--- config.mk ---
export PLATFORM = sky130hd
export DESIGN_NAME = pfbo_host
export DESIGN_NICKNAME = d
export VERILOG_FILES = /design/src/pfbo_pkg.sv /design/src/pfbo_sector_map.sv /design/src/pfbo_host.sv
export VERILOG_INCLUDE_DIRS = /design/src
export SDC_FILE = /design/constraint.sdc
export NUM_CORES = 1
export LEC_CHECK = 0
export BUFFER_PORTS_ARGS = -buffer_cell sky130_fd_sc_hd__clkbuf_2
export CAP_MARGIN = 20
export CELL_PAD_IN_SITES_DETAIL_PLACEMENT = 1
export CELL_PAD_IN_SITES_GLOBAL_PLACEMENT = 1
export CORE_ASPECT_RATIO = 0.6
export CORE_UTILIZATION = 35
export DETAILED_ROUTE_END_ITERATION = 8
export GPL_TIMING_DRIVEN = 0
export PLACE_DENSITY = 0.64
export SYNTH_ARGS = -nofsm -noshare
export SYNTH_HDL_FRONTEND = slang
export SYNTH_SLANG_ARGS = --single-unit
--- constraint.sdc ---
create_clock -name mclk -period 4.2 [get_ports mclk]
set_input_delay 0.21 -clock mclk [delete_from_list [all_inputs] [get_ports mclk]]
set_output_delay 0.21 -clock mclk [all_outputs]
set_load 0.01 [all_outputs]
--- src/pfbo_defines.svh ---
// Offsets, field positions, reset values and timing counts of the flash host.
`ifndef PFBO_DEFINES_SVH
`define PFBO_DEFINES_SVH

// ----------------------------------------------------------------------
// Register offsets
// ----------------------------------------------------------------------
`define PFBO_OFF_CTRL 8'h00
`define PFBO_OFF_ADDR 8'h04
`define PFBO_OFF_WDATA 8'h08
`define PFBO_OFF_RDATA 8'h0c
`define PFBO_OFF_STATUS 8'h10
`define PFBO_OFF_PRE0 8'h14
`define PFBO_OFF_PRE1 8'h18
`define PFBO_OFF_PRE2 8'h1c

// ----------------------------------------------------------------------
// Field positions
// ----------------------------------------------------------------------
`define PFBO_CTRL_GO 0
`define PFBO_CTRL_OP_LO 1
`define PFBO_CTRL_OP_HI 2
`define PFBO_CTRL_FAST 3
`define PFBO_CTRL_BYTE 4
`define PFBO_ST_BUSY 0
`define PFBO_ST_DONE 1
`define PFBO_ST_RDY 2
`define PFBO_ST_ABORT 3
`define PFBO_ST_SEC_LO 4
`define PFBO_ST_SEC_HI 8
`define PFBO_PRE_DATA_LO 24
`define PFBO_PRE_DATA_HI 31

// ----------------------------------------------------------------------
// Reset values
// ----------------------------------------------------------------------
`define PFBO_RST_ADDR 20'h00000
`define PFBO_RST_DATA 16'h0000
`define PFBO_RST_PRE 28'h0000000

// ----------------------------------------------------------------------
// Timing
// ----------------------------------------------------------------------
`define PFBO_CLK_NS 4
`define PFBO_T_SETUP_NS 10
`define PFBO_T_WP_NS 35
`define PFBO_T_HOLD_NS 20
`define PFBO_ADDRESS_ACCESS_TIME_NS 70
`define PFBO_T_RP_NS 500
`define PFBO_T_RH_NS 50
`define PFBO_CYC(ns) (((ns) + `PFBO_CLK_NS - 1) / `PFBO_CLK_NS)
`define PFBO_SETUP_CYC `PFBO_CYC(`PFBO_T_SETUP_NS)
`define PFBO_WP_CYC `PFBO_CYC(`PFBO_T_WP_NS)
`define PFBO_HOLD_CYC `PFBO_CYC(`PFBO_T_HOLD_NS)
`define PFBO_ACC_CYC `PFBO_CYC(`PFBO_ADDRESS_ACCESS_TIME_NS)
`define PFBO_RP_CYC `PFBO_CYC(`PFBO_T_RP_NS)
`define PFBO_RH_CYC `PFBO_CYC(`PFBO_T_RH_NS)

`endif

--- src/pfbo_pkg.sv ---
// Types shared by the flash host files.
package pfbo_pkg;

    typedef enum logic [2:0] {
        S_IDLE,
        S_SETUP,
        S_STROBE,
        S_HOLD,
        S_RSTLOW,
        S_RSTWAIT
    } pfbo_state_e;

    typedef enum logic [1:0] {
        OP_READ,
        OP_WRITE,
        OP_PROG,
        OP_RESET
    } pfbo_op_e;

    typedef struct packed {
        pfbo_state_e state;
        logic [15:0] cnt;
        logic [1:0] step;
        pfbo_op_e op;
        logic fast;
        logic byteMode;
        logic [19:0] addr;
        logic [15:0] wdata;
        logic [27:0] pre0;
        logic [27:0] pre1;
        logic [27:0] pre2;
        logic [15:0] rdata;
        logic done;
        logic aborted;
        logic rbSample;
        logic [18:0] pinAddr;
        logic [15:0] dqOut;
        logic [15:0] dqOe;
        logic csN;
        logic oeN;
        logic weN;
        logic rstN;
        logic byteN;
        logic pready;
        logic pslverr;
        logic [31:0] prdata;
    } pfbo_host_s;

    typedef struct packed {
        logic [4:0] sector;
    } pfbo_sector_s;

endpackage : pfbo_pkg

--- src/pfbo_sector_map.sv ---
// Top-boot sector number of a device address.
`timescale 1ns/10ps
`default_nettype none
module pfbo_sector_map
    import pfbo_pkg::*;
(
    input wire logic mclk,
    input wire logic sys_rst,
    input wire logic byteMode,
    input wire logic [19:0] devAddr,
    output logic [4:0] sector
);

    pfbo_sector_s st_ff;
    pfbo_sector_s nxt_st;
    logic [19:0] byteAddr;

    // ------------------------------------------------------------------
    // Decode
    // ------------------------------------------------------------------
    always_comb begin
        nxt_st = st_ff;
        byteAddr = byteMode ? devAddr : {devAddr[18:0], 1'b0};
        // Only bits 19..13 of byteAddr take part: A18..A12 of a word address, A19..A13 of a byte address.
        if (byteAddr[19:16] != 4'hf) begin
            nxt_st.sector = {1'b0, byteAddr[19:16]};
        end else if (!byteAddr[15]) begin
            nxt_st.sector = 5'h0f;
        end else if (byteAddr[14:13] == 2'h0) begin
            nxt_st.sector = 5'h10;
        end else if (byteAddr[14:13] == 2'h1) begin
            nxt_st.sector = 5'h11;
        end else begin
            nxt_st.sector = 5'h12;
        end
    end

    always_ff @(posedge mclk) begin
        if (sys_rst) begin
            st_ff <= '0;
        end else begin
            st_ff <= nxt_st;
        end
    end

    assign sector = st_ff.sector;

endmodule : pfbo_sector_map
`default_nettype wire

--- src/pfbo_host.sv ---
// Flash bus host: APB registers in, asynchronous flash pins out.
//
// The implementer's own choices: the APB slave port and the address map.
`timescale 1ns/10ps
`default_nettype none
`include "pfbo_defines.svh"
module pfbo_host
    import pfbo_pkg::*;
#(
    parameter int unsigned SETUP_CYC = `PFBO_SETUP_CYC,
    parameter int unsigned WP_CYC = `PFBO_WP_CYC,
    parameter int unsigned HOLD_CYC = `PFBO_HOLD_CYC,
    parameter int unsigned ACC_CYC = `PFBO_ACC_CYC,
    parameter int unsigned RP_CYC = `PFBO_RP_CYC,
    parameter int unsigned RH_CYC = `PFBO_RH_CYC
) (
    input wire logic mclk,
    input wire logic sys_rst,
    input wire logic psel,
    input wire logic penable,
    input wire logic pwrite,
    input wire logic [7:0] paddr,
    input wire logic [31:0] pwdata,
    output logic [31:0] prdata,
    output logic pready,
    output logic pslverr,
    output logic [18:0] flashAddr,
    input wire logic [15:0] dqIn,
    output logic [15:0] dqOut,
    output logic [15:0] dqOe,
    output logic chipSelectN,
    output logic outputEnableN,
    output logic writeStrobeN,
    output logic resetN,
    output logic widthSelectN,
    input wire logic readyBusyN
);

    // ------------------------------------------------------------------
    // Helpers
    // ------------------------------------------------------------------
    function automatic logic isMapped(input logic [7:0] a);
        isMapped = (a == `PFBO_OFF_CTRL) || (a == `PFBO_OFF_ADDR) ||
                   (a == `PFBO_OFF_WDATA) || (a == `PFBO_OFF_RDATA) ||
                   (a == `PFBO_OFF_STATUS) || (a == `PFBO_OFF_PRE0) ||
                   (a == `PFBO_OFF_PRE1) || (a == `PFBO_OFF_PRE2);
    endfunction : isMapped

    function automatic logic [1:0] lastStep(input pfbo_op_e op,
                                            input logic fast);
        if (op == OP_PROG) begin
            lastStep = fast ? 2'd1 : 2'd3;
        end else begin
            lastStep = 2'd0;
        end
    endfunction : lastStep

    function automatic logic [1:0] srcSel(input pfbo_op_e op,
                                          input logic fast,
                                          input logic [1:0] step);
        if (op != OP_PROG) begin
            srcSel = 2'd3;
        end else if (fast) begin
            srcSel = step + 2'd2;
        end else begin
            srcSel = step;
        end
    endfunction : srcSel

    function automatic logic cntEnd(input logic [15:0] cnt,
                                    input int unsigned n);
        cntEnd = (cnt == 16'(n - 1));
    endfunction : cntEnd

    pfbo_host_s st_ff;
    pfbo_host_s nxt_st;
    logic [4:0] sectorNum;
    logic [31:0] readMux;
    logic wrAcc;
    logic go;
    logic [19:0] cycAddr;
    logic [15:0] cycData;
    logic [27:0] cycPre;
    logic [1:0] sel;

    pfbo_sector_map u_sector (
        .mclk(mclk),
        .sys_rst(sys_rst),
        .byteMode(st_ff.byteMode),
        .devAddr(st_ff.addr),
        .sector(sectorNum)
    );

    // ------------------------------------------------------------------
    // Next state
    // ------------------------------------------------------------------
    always_comb begin
        nxt_st = st_ff;
        readMux = 32'h00000000;
        case (paddr)
            `PFBO_OFF_CTRL: begin
                readMux = {27'h0000000, st_ff.byteMode, st_ff.fast,
                           st_ff.op, 1'b0};
            end
            `PFBO_OFF_ADDR: readMux = {12'h000, st_ff.addr};
            `PFBO_OFF_WDATA: readMux = {16'h0000, st_ff.wdata};
            `PFBO_OFF_RDATA: readMux = {16'h0000, st_ff.rdata};
            `PFBO_OFF_STATUS: begin
                readMux = {23'h000000, sectorNum, st_ff.aborted,
                           st_ff.rbSample, st_ff.done,
                           (st_ff.state != S_IDLE)};
            end
            `PFBO_OFF_PRE0: begin
                readMux = {st_ff.pre0[27:20], 4'h0, st_ff.pre0[19:0]};
            end
            `PFBO_OFF_PRE1: begin
                readMux = {st_ff.pre1[27:20], 4'h0, st_ff.pre1[19:0]};
            end
            `PFBO_OFF_PRE2: begin
                readMux = {st_ff.pre2[27:20], 4'h0, st_ff.pre2[19:0]};
            end
            default: readMux = 32'h00000000;
        endcase

        // One wait state, then the answer for one cycle.
        nxt_st.pready = 1'b0;
        nxt_st.pslverr = 1'b0;
        if (psel && penable && !st_ff.pready) begin
            nxt_st.pready = 1'b1;
            nxt_st.pslverr = !isMapped(paddr);
            nxt_st.prdata = readMux;
        end
        wrAcc = psel && penable && st_ff.pready && pwrite;
        go = 1'b0;
        nxt_st.rbSample = readyBusyN;

        if (wrAcc) begin
            case (paddr)
                `PFBO_OFF_CTRL: begin
                    if (st_ff.state == S_IDLE) begin
                        nxt_st.op = pfbo_op_e'(
                            pwdata[`PFBO_CTRL_OP_HI:`PFBO_CTRL_OP_LO]);
                        nxt_st.fast = pwdata[`PFBO_CTRL_FAST];
                        nxt_st.byteMode = pwdata[`PFBO_CTRL_BYTE];
                        go = pwdata[`PFBO_CTRL_GO];
                    end
                end
                `PFBO_OFF_ADDR: nxt_st.addr = pwdata[19:0];
                `PFBO_OFF_WDATA: nxt_st.wdata = pwdata[15:0];
                `PFBO_OFF_STATUS: begin
                    if (pwdata[`PFBO_ST_DONE]) begin
                        nxt_st.done = 1'b0;
                    end
                    if (pwdata[`PFBO_ST_ABORT]) begin
                        nxt_st.aborted = 1'b0;
                    end
                end
                `PFBO_OFF_PRE0: begin
                    nxt_st.pre0 = {pwdata[31:24], pwdata[19:0]};
                end
                `PFBO_OFF_PRE1: begin
                    nxt_st.pre1 = {pwdata[31:24], pwdata[19:0]};
                end
                `PFBO_OFF_PRE2: begin
                    nxt_st.pre2 = {pwdata[31:24], pwdata[19:0]};
                end
                default: ;
            endcase
        end

        // Address and data of the current bus cycle.
        sel = srcSel(st_ff.op, st_ff.fast, st_ff.step);
        case (sel)
            2'd0: cycPre = st_ff.pre0;
            2'd1: cycPre = st_ff.pre1;
            2'd2: cycPre = st_ff.pre2;
            default: cycPre = {st_ff.wdata[7:0], st_ff.addr};
        endcase
        cycAddr = cycPre[19:0];
        cycData = (sel == 2'd3) ? st_ff.wdata : {8'h00, cycPre[27:20]};
        nxt_st.byteN = !st_ff.byteMode;

        case (st_ff.state)
            S_IDLE: begin
                nxt_st.csN = 1'b1;
                nxt_st.oeN = 1'b1;
                nxt_st.weN = 1'b1;
                nxt_st.dqOe = 16'h0000;
                nxt_st.cnt = 16'h0000;
                nxt_st.step = 2'd0;
                if (go && nxt_st.op == OP_RESET) begin
                    nxt_st.state = S_RSTLOW;
                    nxt_st.rstN = 1'b0;
                    if (!st_ff.rbSample) begin
                        nxt_st.aborted = 1'b1;
                    end
                end else if (go && st_ff.rstN) begin
                    nxt_st.state = S_SETUP;
                end
            end
            S_SETUP: begin
                nxt_st.csN = 1'b0;
                nxt_st.oeN = 1'b1;
                nxt_st.weN = 1'b1;
                if (st_ff.byteMode) begin
                    nxt_st.pinAddr = cycAddr[19:1];
                    nxt_st.dqOut = {cycAddr[0], 7'h00, cycData[7:0]};
                    nxt_st.dqOe = {1'b1, 7'h00,
                                   {8{st_ff.op != OP_READ}}};
                end else begin
                    nxt_st.pinAddr = cycAddr[18:0];
                    nxt_st.dqOut = cycData;
                    nxt_st.dqOe = {16{st_ff.op != OP_READ}};
                end
                nxt_st.cnt = st_ff.cnt + 16'h0001;
                if (cntEnd(st_ff.cnt, SETUP_CYC)) begin
                    nxt_st.cnt = 16'h0000;
                    nxt_st.state = S_STROBE;
                end
            end
            S_STROBE: begin
                if (st_ff.op == OP_READ) begin
                    nxt_st.oeN = 1'b0;
                    nxt_st.weN = 1'b1;
                end else begin
                    nxt_st.weN = 1'b0;
                    nxt_st.oeN = 1'b1;
                end
                nxt_st.cnt = st_ff.cnt + 16'h0001;
                if (cntEnd(st_ff.cnt,
                           (st_ff.op == OP_READ) ? ACC_CYC : WP_CYC)) begin
                    nxt_st.cnt = 16'h0000;
                    nxt_st.state = S_HOLD;
                    if (st_ff.op == OP_READ) begin
                        nxt_st.rdata = st_ff.byteMode ?
                                       {8'h00, dqIn[7:0]} : dqIn;
                    end
                end
            end
            S_HOLD: begin
                nxt_st.oeN = 1'b1;
                nxt_st.weN = 1'b1;
                nxt_st.cnt = st_ff.cnt + 16'h0001;
                if (cntEnd(st_ff.cnt, HOLD_CYC)) begin
                    nxt_st.cnt = 16'h0000;
                    nxt_st.csN = 1'b1;
                    nxt_st.dqOe = 16'h0000;
                    if (st_ff.step == lastStep(st_ff.op, st_ff.fast)) begin
                        nxt_st.state = S_IDLE;
                        nxt_st.done = 1'b1;
                    end else begin
                        nxt_st.step = st_ff.step + 2'd1;
                        nxt_st.state = S_SETUP;
                    end
                end
            end
            S_RSTLOW: begin
                nxt_st.csN = 1'b1;
                nxt_st.rstN = 1'b0;
                nxt_st.cnt = st_ff.cnt + 16'h0001;
                if (cntEnd(st_ff.cnt, RP_CYC)) begin
                    nxt_st.cnt = 16'h0000;
                    nxt_st.rstN = 1'b1;
                    nxt_st.state = S_RSTWAIT;
                end
            end
            S_RSTWAIT: begin
                // Wait for busy to clear, then the recovery time.
                if (!st_ff.rbSample) begin
                    nxt_st.cnt = 16'h0000;
                end else begin
                    nxt_st.cnt = st_ff.cnt + 16'h0001;
                    if (cntEnd(st_ff.cnt, RH_CYC)) begin
                        nxt_st.cnt = 16'h0000;
                        nxt_st.state = S_IDLE;
                        nxt_st.done = 1'b1;
                    end
                end
            end
            default: nxt_st.state = S_IDLE;
        endcase
    end

    // ------------------------------------------------------------------
    // State register
    // ------------------------------------------------------------------
    always_ff @(posedge mclk) begin
        if (sys_rst) begin
            st_ff <= '{state: S_RSTLOW, cnt: 16'h0000, step: 2'd0,
                       op: OP_READ, fast: 1'b0, byteMode: 1'b0,
                       addr: `PFBO_RST_ADDR, wdata: `PFBO_RST_DATA,
                       pre0: `PFBO_RST_PRE, pre1: `PFBO_RST_PRE,
                       pre2: `PFBO_RST_PRE, rdata: `PFBO_RST_DATA,
                       done: 1'b0, aborted: 1'b0, rbSample: 1'b1,
                       pinAddr: 19'h00000, dqOut: 16'h0000,
                       dqOe: 16'h0000, csN: 1'b1, oeN: 1'b1, weN: 1'b1,
                       rstN: 1'b0, byteN: 1'b1, pready: 1'b0,
                       pslverr: 1'b0, prdata: 32'h00000000};
        end else begin
            st_ff <= nxt_st;
        end
    end

    assign prdata = st_ff.prdata;
    assign pready = st_ff.pready;
    assign pslverr = st_ff.pslverr;
    assign flashAddr = st_ff.pinAddr;
    assign dqOut = st_ff.dqOut;
    assign dqOe = st_ff.dqOe;
    assign chipSelectN = st_ff.csN;
    assign outputEnableN = st_ff.oeN;
    assign writeStrobeN = st_ff.weN;
    assign resetN = st_ff.rstN;
    assign widthSelectN = st_ff.byteN;

endmodule : pfbo_host
`default_nettype wire

Yosys cells after proc, flatten, opt, wreduce, memory -nomap -nowiden
Index checks and enable logic that the tools add are counted.

cells by class
  $add $sub $neg = 4
  equal/unequal tests = 35
  mux-type cells = 63
  bitwise operators = 2
  reductions and logical operators = 45

operator list
  cell                     number
  $pmux W32 S8             1
  $mux W124                1
  $pmux W16 S6             1
  $mux W28                 3
  $pmux W28 S3             1
  $mux W19                 4
  $mux W16                 4
  $mux W51                 1
  $pmux W16 S3             1
  $mux W20                 2
  $mux W34                 1
  $eq A8 B5 Y1 const B     4
  $mux W2                  12
  $mux W21                 1
  $pmux W3 S6              1
  $mux W17                 1
  $add A16 B1 Y16 const B  1
  $eq A16 B16 Y1           1
  $eq A16 B2 Y1 const B    1
  $eq A16 B3 Y1 const B    1
  $eq A16 B4 Y1 const B    1
  $eq A16 B7 Y1 const B    1
  $eq A8 B4 Y1 const B     2
  $mux W4                  4
  35 further kinds         98

word-level totals
  flip-flop bits (word level) = 259
  input bits = 62
  word-level logic and storage cells = 177

Logic depth before layout (Yosys ltp)
Gate-level depths: netlist of the first run.

  depth after elaboration = 10
  gate-level depth with buffers = 10

Cells and area by module
A second synthesis of the first run with hierarchy kept.

second synthesis, totals
  cells, all modules = 1,363
  area, all modules = 11,613.6 um2

modules (own cells, without submodules)
  module           times used  cells each  area an instance (um2)
  pfbo_host        1           1,337       11,368.4
  pfbo_sector_map  1           26          245.2

Least setup slack after synthesis of the first run
Ideal clock, no wire load.

  path type = register to register
  start = register st_ff[235] (netlist name)
  end = register st_ff[251] (netlist name)
  data arrival time = 2.523 ns
  slack = 1.590 ns
  cell stages (with the launch flop) = 10
  path buffers = 1
  period minus slack after synthesis = 2.610 ns
  cells stage by stage = dfxtp_1 inv_1 ha_1 or4b_2 nor4_1 nand2b_1 o211ai_1 buf_6 or4_1 o31ai_1

between the ends
  word-level cells in the longest chain between the ends = 3

ends and longest elaborated chain
  what                                    RTL line          RTL
  from (decl)                             pfbo_host.sv:75   pfbo_host_s st_ff;
  from (signal assigned)                  pfbo_host.sv:289  st_ff <= '{state: S_RSTLOW, cnt: 16'h0000, step: 2'd0,
  from (signal assigned)                  pfbo_host.sv:300  st_ff <= nxt_st;
  $eq A16 B4 Y1 (tied with other cells)   pfbo_host.sv:72   cntEnd = (cnt == 16'(n - 1));
  $ne A2 B2 Y1 (no source line)           --
  $reduce_and A7 Y1 (no source line) (*)  --

Mark *: on every way between the ends. The rest lies on a longest branch, timed or not.
A chain may end at the register's enable or synchronous reset.

Worst setup path after layout of the first run
  start = register st_ff[235] (netlist name)
  end = register st_ff[247] (netlist name)

between the ends
  word-level cells in the longest chain between the ends = 4

ends and longest elaborated chain
  what                                              RTL line          RTL
  $add A16 B1 Y16 or $eq A16 B4 Y1 (tied branches)  --
  $mux W19                                          pfbo_host.sv:273  if (cntEnd(st_ff.cnt, RH_CYC)) begin
  $mux W16                                          pfbo_host.sv:269  if (!st_ff.rbSample) begin
  $pmux W16 S6 (*)                                  pfbo_host.sv:183  case (st_ff.state)

Mark *: on every way between the ends. The rest lies on a longest branch, timed or not. The select of a mux whose other input is x is not followed.

==> flow_summary.yaml, run 1 <==
power:
  p_leak_nw: 5.09
  vdd_drop_max_mv: 0.320
  p_per_area_mw_per_mm2: 370
synthesis:
  synth_top_cell_area_share_pct: 41.8
  synthDistinctLibCells: 64
  synth-seq-cells: 242
  synth-main-ff-cell: "dfxtp_1"
  syn-mean-instance-area_sq_um: 8.37
  synth_area_leaders: "dfxtp_1 (42%), nand2_1 (9.7%), a21oi_1 (7.5%), mux4_2 (5.4%), buf_4 (5.4%)"
  yosysWarnings: 0
  yosys-top-cells-count: "nand2_1 (299), dfxtp_1 (242), a21oi_1 (173)"
  syn_area_sq_mm: 0.0116
  synth_most_common_cell: "nand2_1"
  yosys.area.top_type: "dfxtp_1"
  synth_edf_count: 0
  syn_inst: 1383
  async_reset_ff_share_pct: 0
  synth-seq-area-share_pct: 41.8
clock_tree:
  post_cts_buffers: 0
  clk_pin_slew_worst_paths_ps: 70
  max-clock-path-buffers: 3
  clock_latency_ps: 550
  cts-root-buf: "clkbuf_16"
  htreeDepth: 1
  cts.sinks: 242
  cts_tree: "built"
  cts_resized: 0
  cts-buffers-inserted: 26
layout:
  multi_input_area_sq_mm: 0.00567
  area_growth_pct: 23.4
  n_fill_cell: 3860
  seq_area_sq_mm: 0.00484
  fin_cells: 2048
  drive_gt1_share_pct: 21.1
  nNetsFinal: 1671
setup_path:
  cp_top_family: "simple AND/OR/NAND/NOR gates"
  slowest_delay_ps: 760
  cp-start-kind: "flop"
  arrival_ps: 3830
  crit_start: "st_ff[235]"
  cp_slowest_cell: "nor4_1"
  crit_path_frequent_cell: "buf_2"
  worst_ep_required_time_ps: 4600
  path_cells: "inv_1 > ha_1 > or4b_2 > nor4_1 > nor3_1 > buf_2 > o21ai_0 > buf_2 > o311ai_0"
  endpoint_kind: "flop"
  cp.buffers_inverters: 3
  worstPathMaxFanout: 10
  r2r_start: "st_ff[235]"
  critPathKind: "reg -> reg"
sta:
  whs_ps: 14.2
  max_slew_margin_pct: 27.7
  finalWorstPathRequiredPeriod_ps: 3420
  setup_viol: 0
  fmax_mhz: 292
  skew_ps: 10.9
  rsz0062_at_grt: "no"
  finalSetupTns_ps: 0
  hold_viol_final: 0
  post-route-period-util_pct: 81.5
  slew_violations: 0
  tightestPinTransition_ps: 1080
global_routing:
  track_usage_pct: 30.0
  grt_max_degree: 14
  grt_pass1_wl_mm: 74.7
  grt.overflow.total: 0
  antenna_found_initial: 0
  grt_pass1_vias: 11400
floorplanning:
  core_sq_mm: 0.0325
  num_rows: 51
  start_util_pct: 35.6
  dieArea_sq_mm: 0.0338
  fp.dieW_um: 237
  ios: 152
  die_y_um: 143
hold_path:
  min_from: "pwdata[15]"
  hold_path.class: "in -> reg"
outcome:
  status: "completed"
route:
  initialDrtViolationCount: 1172
  drt_wl_total_mm: 51.0
  antenna_left: 0
  dr.pass1.iters: 8
  vias: 11700
  drc: 0
  routedWlPerCell_um: 24.9
  via_per_inst: 5.74
placed_design:
  gp_congestion: 0.966
  hpwl_mm: 37.7
  dp_cells: 1962
  io_buffers: 139
run:
  maxCapViolations: 0
## timing repair
item | in CTS | in global routing
setup endpoints to repair | 0 | 0
hold buffers | 38 | 0
hold endpoints to repair | 98 | 0
## routing by layer
layer | part of all wire [%] | track usage [%] | up-vias
met3 | 9.1 | 6.11 | 70
met1 | 48 | 44.8 | 5850
li1 | - | - | 5280
met5 | 0.11 | 1.30 | -
met4 | 2.3 | 7.86 | 2
met2 | 41 | 43.2 | 546
## state kept, by name (all words and copies together) (netlist names)
register	cells
writeStrobeN	1
pready	1
flashAddr	19
dqOe	3
chipSelectN	1
st_ff	164
prdata	28
outputEnableN	1
resetN	1
u_sector.sector	5
dqOut	16
widthSelectN	1
pslverr	1
## cells in the final DEF, fill, tap and decap left out, types with 6 or more instances in the layout
master / instances
nand2_1: 299
dfxtp_1: 242
a21oi_1: 173
clkbuf_2: 139
clkbuf_1: 97
buf_4: 90
nor2_1: 75
mux2i_1: 40
o21ai_0: 39
dlygate4sd3_1: 38
a22oi_1: 35
nor3_1: 33
mux4_2: 28
clkbuf_16: 27
a211oi_1: 19
nand2b_1: 15
nand3_1: 15
a222oi_1: 14
inv_1: 13
a311oi_1: 11
nor4_1: 10
a22o_1: 10
mux2_2: 10
buf_1: 9
nand3b_1: 8
or3_1: 7
or2_2: 7
o211ai_1: 7
nand4_1: 6
bufinv_16: 6
## worst register-to-register path, stage by stage, from the launching register on
cell	delay (ps)
dfxtp_1	370
inv_1	140
ha_1	220
or4b_2	620
nor4_1	760
nor3_1	240
buf_2	260
o21ai_0	230
buf_2	290
o311ai_0	160
## worst paths after layout
path	to	slack [ps]	cells past startpoint
hold / removal	st_ff[180]	10	3
setup reg to reg	st_ff[247]	780	9
setup / recovery	st_ff[247]	780	9
hold reg to reg	dqOut[5]	460	2
## layout make-up
type,count,share of cell area (%)
tap,424,3.71
clock buffer,34,5.26
inverter,14,0.368
buffer,189,7.21
clock inverter,12,1.50
timing repair buffer,191,8.30
sequential,242,33.9
antenna,1,0.0175
multi-input combinational,941,39.7
## report_power, final
| part | internal (mW) | switching [mW] |
|---|---|---|
| Clock | 1.62 | 1.02 |
| Sequential | 2.31 | 0.0159 |
| Combinational | 0.113 | 0.202 |
## through the flow
| stage | cell area [sq um] | utilization, % | total power, mW | worst slack (ps) |
|---|---|---|---|---|
| floorplan | 11600 | - | 2.51 | 1590 |
| global placement | 12800 | 39.5 | 2.65 | 131 |
| detailed placement | 12900 | 39.8 | 2.66 | 847 |
| CTS | 14300 | 43.9 | 5.30 | 830 |
| global route | 14300 | 44.0 | 5.42 | 665 |
| finish | 14300 | 44.0 | 5.29 | 775 |
## kinds of logic after synthesis
family          Yosys count  synth area share [%]
fa+ha+maj                 4                 0.432
compound gates          350                  19.2
xor+xnor                  3                 0.227
buf+inv                 203                  9.35
mux                      78                  9.88
flops                   242                  41.8
other cells               1                0.0324
simple gates            502                  19.0
(Power assumes the default switching activity.)
==> run 2, diff against run 1 <==
==> constraint.sdc (replaced) <==
create_clock -name mclk -period 3.4 [get_ports mclk]
set_input_delay 0.17 -clock mclk [delete_from_list [all_inputs] [get_ports mclk]]
set_output_delay 0.17 -clock mclk [all_outputs]
set_load 0.01 [all_outputs]
==> flow_summary.yaml, run 2 (synthesized netlist as in run 1, its figures left out) <==
sta:
  slew_violations: 0
  whs_ps: 52.7
  max_slew_margin_pct: 29.4
  skew_ps: 11.8
  post-route-period-util_pct: 96.3
  setup_viol: 0
  rsz0062_at_grt: "no"
  tightestPinTransition_ps: 1060
  setup_slack_ps: 124
  hold_viol_final: 0
  finalWorstPathRequiredPeriod_ps: 3280
  fmax_mhz: 305
floorplanning:
  dieArea_sq_mm: 0.0338
  ios: 152
  fp.dieW_um: 237
  core_sq_mm: 0.0325
  die_y_um: 143
  start_util_pct: 35.6
  num_rows: 51
layout:
  area_growth_pct: 23.9
  nNetsFinal: 1676
  final_util_pct: 44.2
  final_common_cell: "nand2_1"
  largest_reg_flops: 164
  max_flop_register: "st_ff"
  drive_gt1_share_pct: 21.2
  final_cell_mix: "nand2_1 (299), dfxtp_1 (242), a21oi_1 (173), clkbuf_2 (140), clkbuf_1 (97)"
  n_fill_cell: 3853
clock_tree:
  max-clock-path-buffers: 3
  post_cts_buffers: 0
  htreeDepth: 1
  clk_pin_slew_worst_paths_ps: 60
  cts-buffers-inserted: 26
  cts_tree: "built"
  cts-root-buf: "clkbuf_16"
  clock_latency_ps: 550
  cts.sinks: 242
route:
  routedWlPerCell_um: 24.9
  drt_wl_total_mm: 51.0
  vias: 11800
  drc: 0
  dr.pass1.iters: 8
  via_per_inst: 5.74
  antenna_left: 0
  initialDrtViolationCount: 1144
setup_path:
  worstPathMaxFanout: 10
  cp-start-kind: "flop"
  reg2reg_to: "flashAddr[6]"
  regToRegSetupSlack_ps: 120
  arrival_ps: 3690
  r2r_start: "st_ff[232]"
  endpoint_kind: "flop"
  worst_ep_required_time_ps: 3810
  critPathKind: "reg -> reg"
  r2r_cells: 7
placed_design:
  place_ws_ps: 46.8
  hpwl_mm: 37.7
  io_buffers: 139
  gp_congestion: 0.966
power:
  p_per_area_mw_per_mm2: 456
  vdd_drop_max_mv: 0.399
  p_leak_nw: 5.11
hold_path:
  min_to: "st_ff[111]"
  min_from: "pwdata[2]"
  hold_path.class: "in -> reg"
  hold-path-cell-count: 3
global_routing:
  track_usage_pct: 30.0
  grt_pass1_wl_mm: 74.8
  grt_pass1_vias: 11400
  grt_max_degree: 14
  grt.overflow.total: 0
  antenna_found_initial: 0
run:
  maxCapViolations: 0
outcome:
  status: "completed"
[run 2: cell type report]
type / count / area (sq um) / area share, %
buffer: 189 / 1030 / 7.18
timing repair buffer: 196 / 1240 / 8.61
antenna: 1 / 2.50 / 0.0174
tap: 424 / 531 / 3.70
sequential: 242 / 4840 / 33.8
clock inverter: 12 / 214 / 1.49
clock buffer: 34 / 752 / 5.24
multi-input combinational: 941 / 5690 / 39.6
inverter: 14 / 52.6 / 0.366
[run 2: power by group]
group          internal (mW)  leakage, nW  switching, mW
Clock                   2.01        0.480           1.26
Sequential              2.86         1.95         0.0198
Combinational          0.143         2.68          0.250
[run 2: critical path, cell delays in order, from the launching register on]
cell	delay (ps)
dfxtp_1	440
nor2b_1	210
ha_1	330
clkbuf_1	620
clkbuf_1	670
mux4_2	480
mux2i_1	280
a21oi_1	110
[run 2: routing by layer]
layer	part of all wire (%)	vias up	global-route usage, %
met5	0.11	-	1.30
met3	9.7	77	6.11
met1	47	5882	44.7
met4	2.4	2	7.86
met2	41	546	43.3
li1	-	5286	-
[run 2: timing repair]
item | CTS | global route
setup endpoints to repair | 0 | 16
resized for setup | 0 | 4
endpoints found under the hold margin | 121 | 0
hold buffers | 43 | 0
[run 2: worst max path at each step]
| stage | cells after the start | start | slack (ps) | endpoint |
|---|---|---|---|---|
| floorplan | 9 | st_ff[235] | 790 | st_ff[251] |
| global placement | 7 | paddr[3] | -630 | st_ff[117] |
| detailed placement | 9 | st_ff[235] | 50 | st_ff[244] |
| CTS | 9 | st_ff[235] | 30 | st_ff[247] |
| global route | 7 | st_ff[232] | 10 | flashAddr[6] |
| finish | 7 | st_ff[232] | 120 | flashAddr[6] |
[run 2: through the flow]
stage	std cells	total power [mW]	setup TNS, ps	instance area [sq um]
final	2053	6.54	0	14400
after global routing	2052	6.70	0	14300
after CTS	2051	6.56	0	14300
after detailed placement	1962	3.29	0	12900
after global placement	1949	3.28	-10800	12800
after floorplan	1386	3.10	0	11600
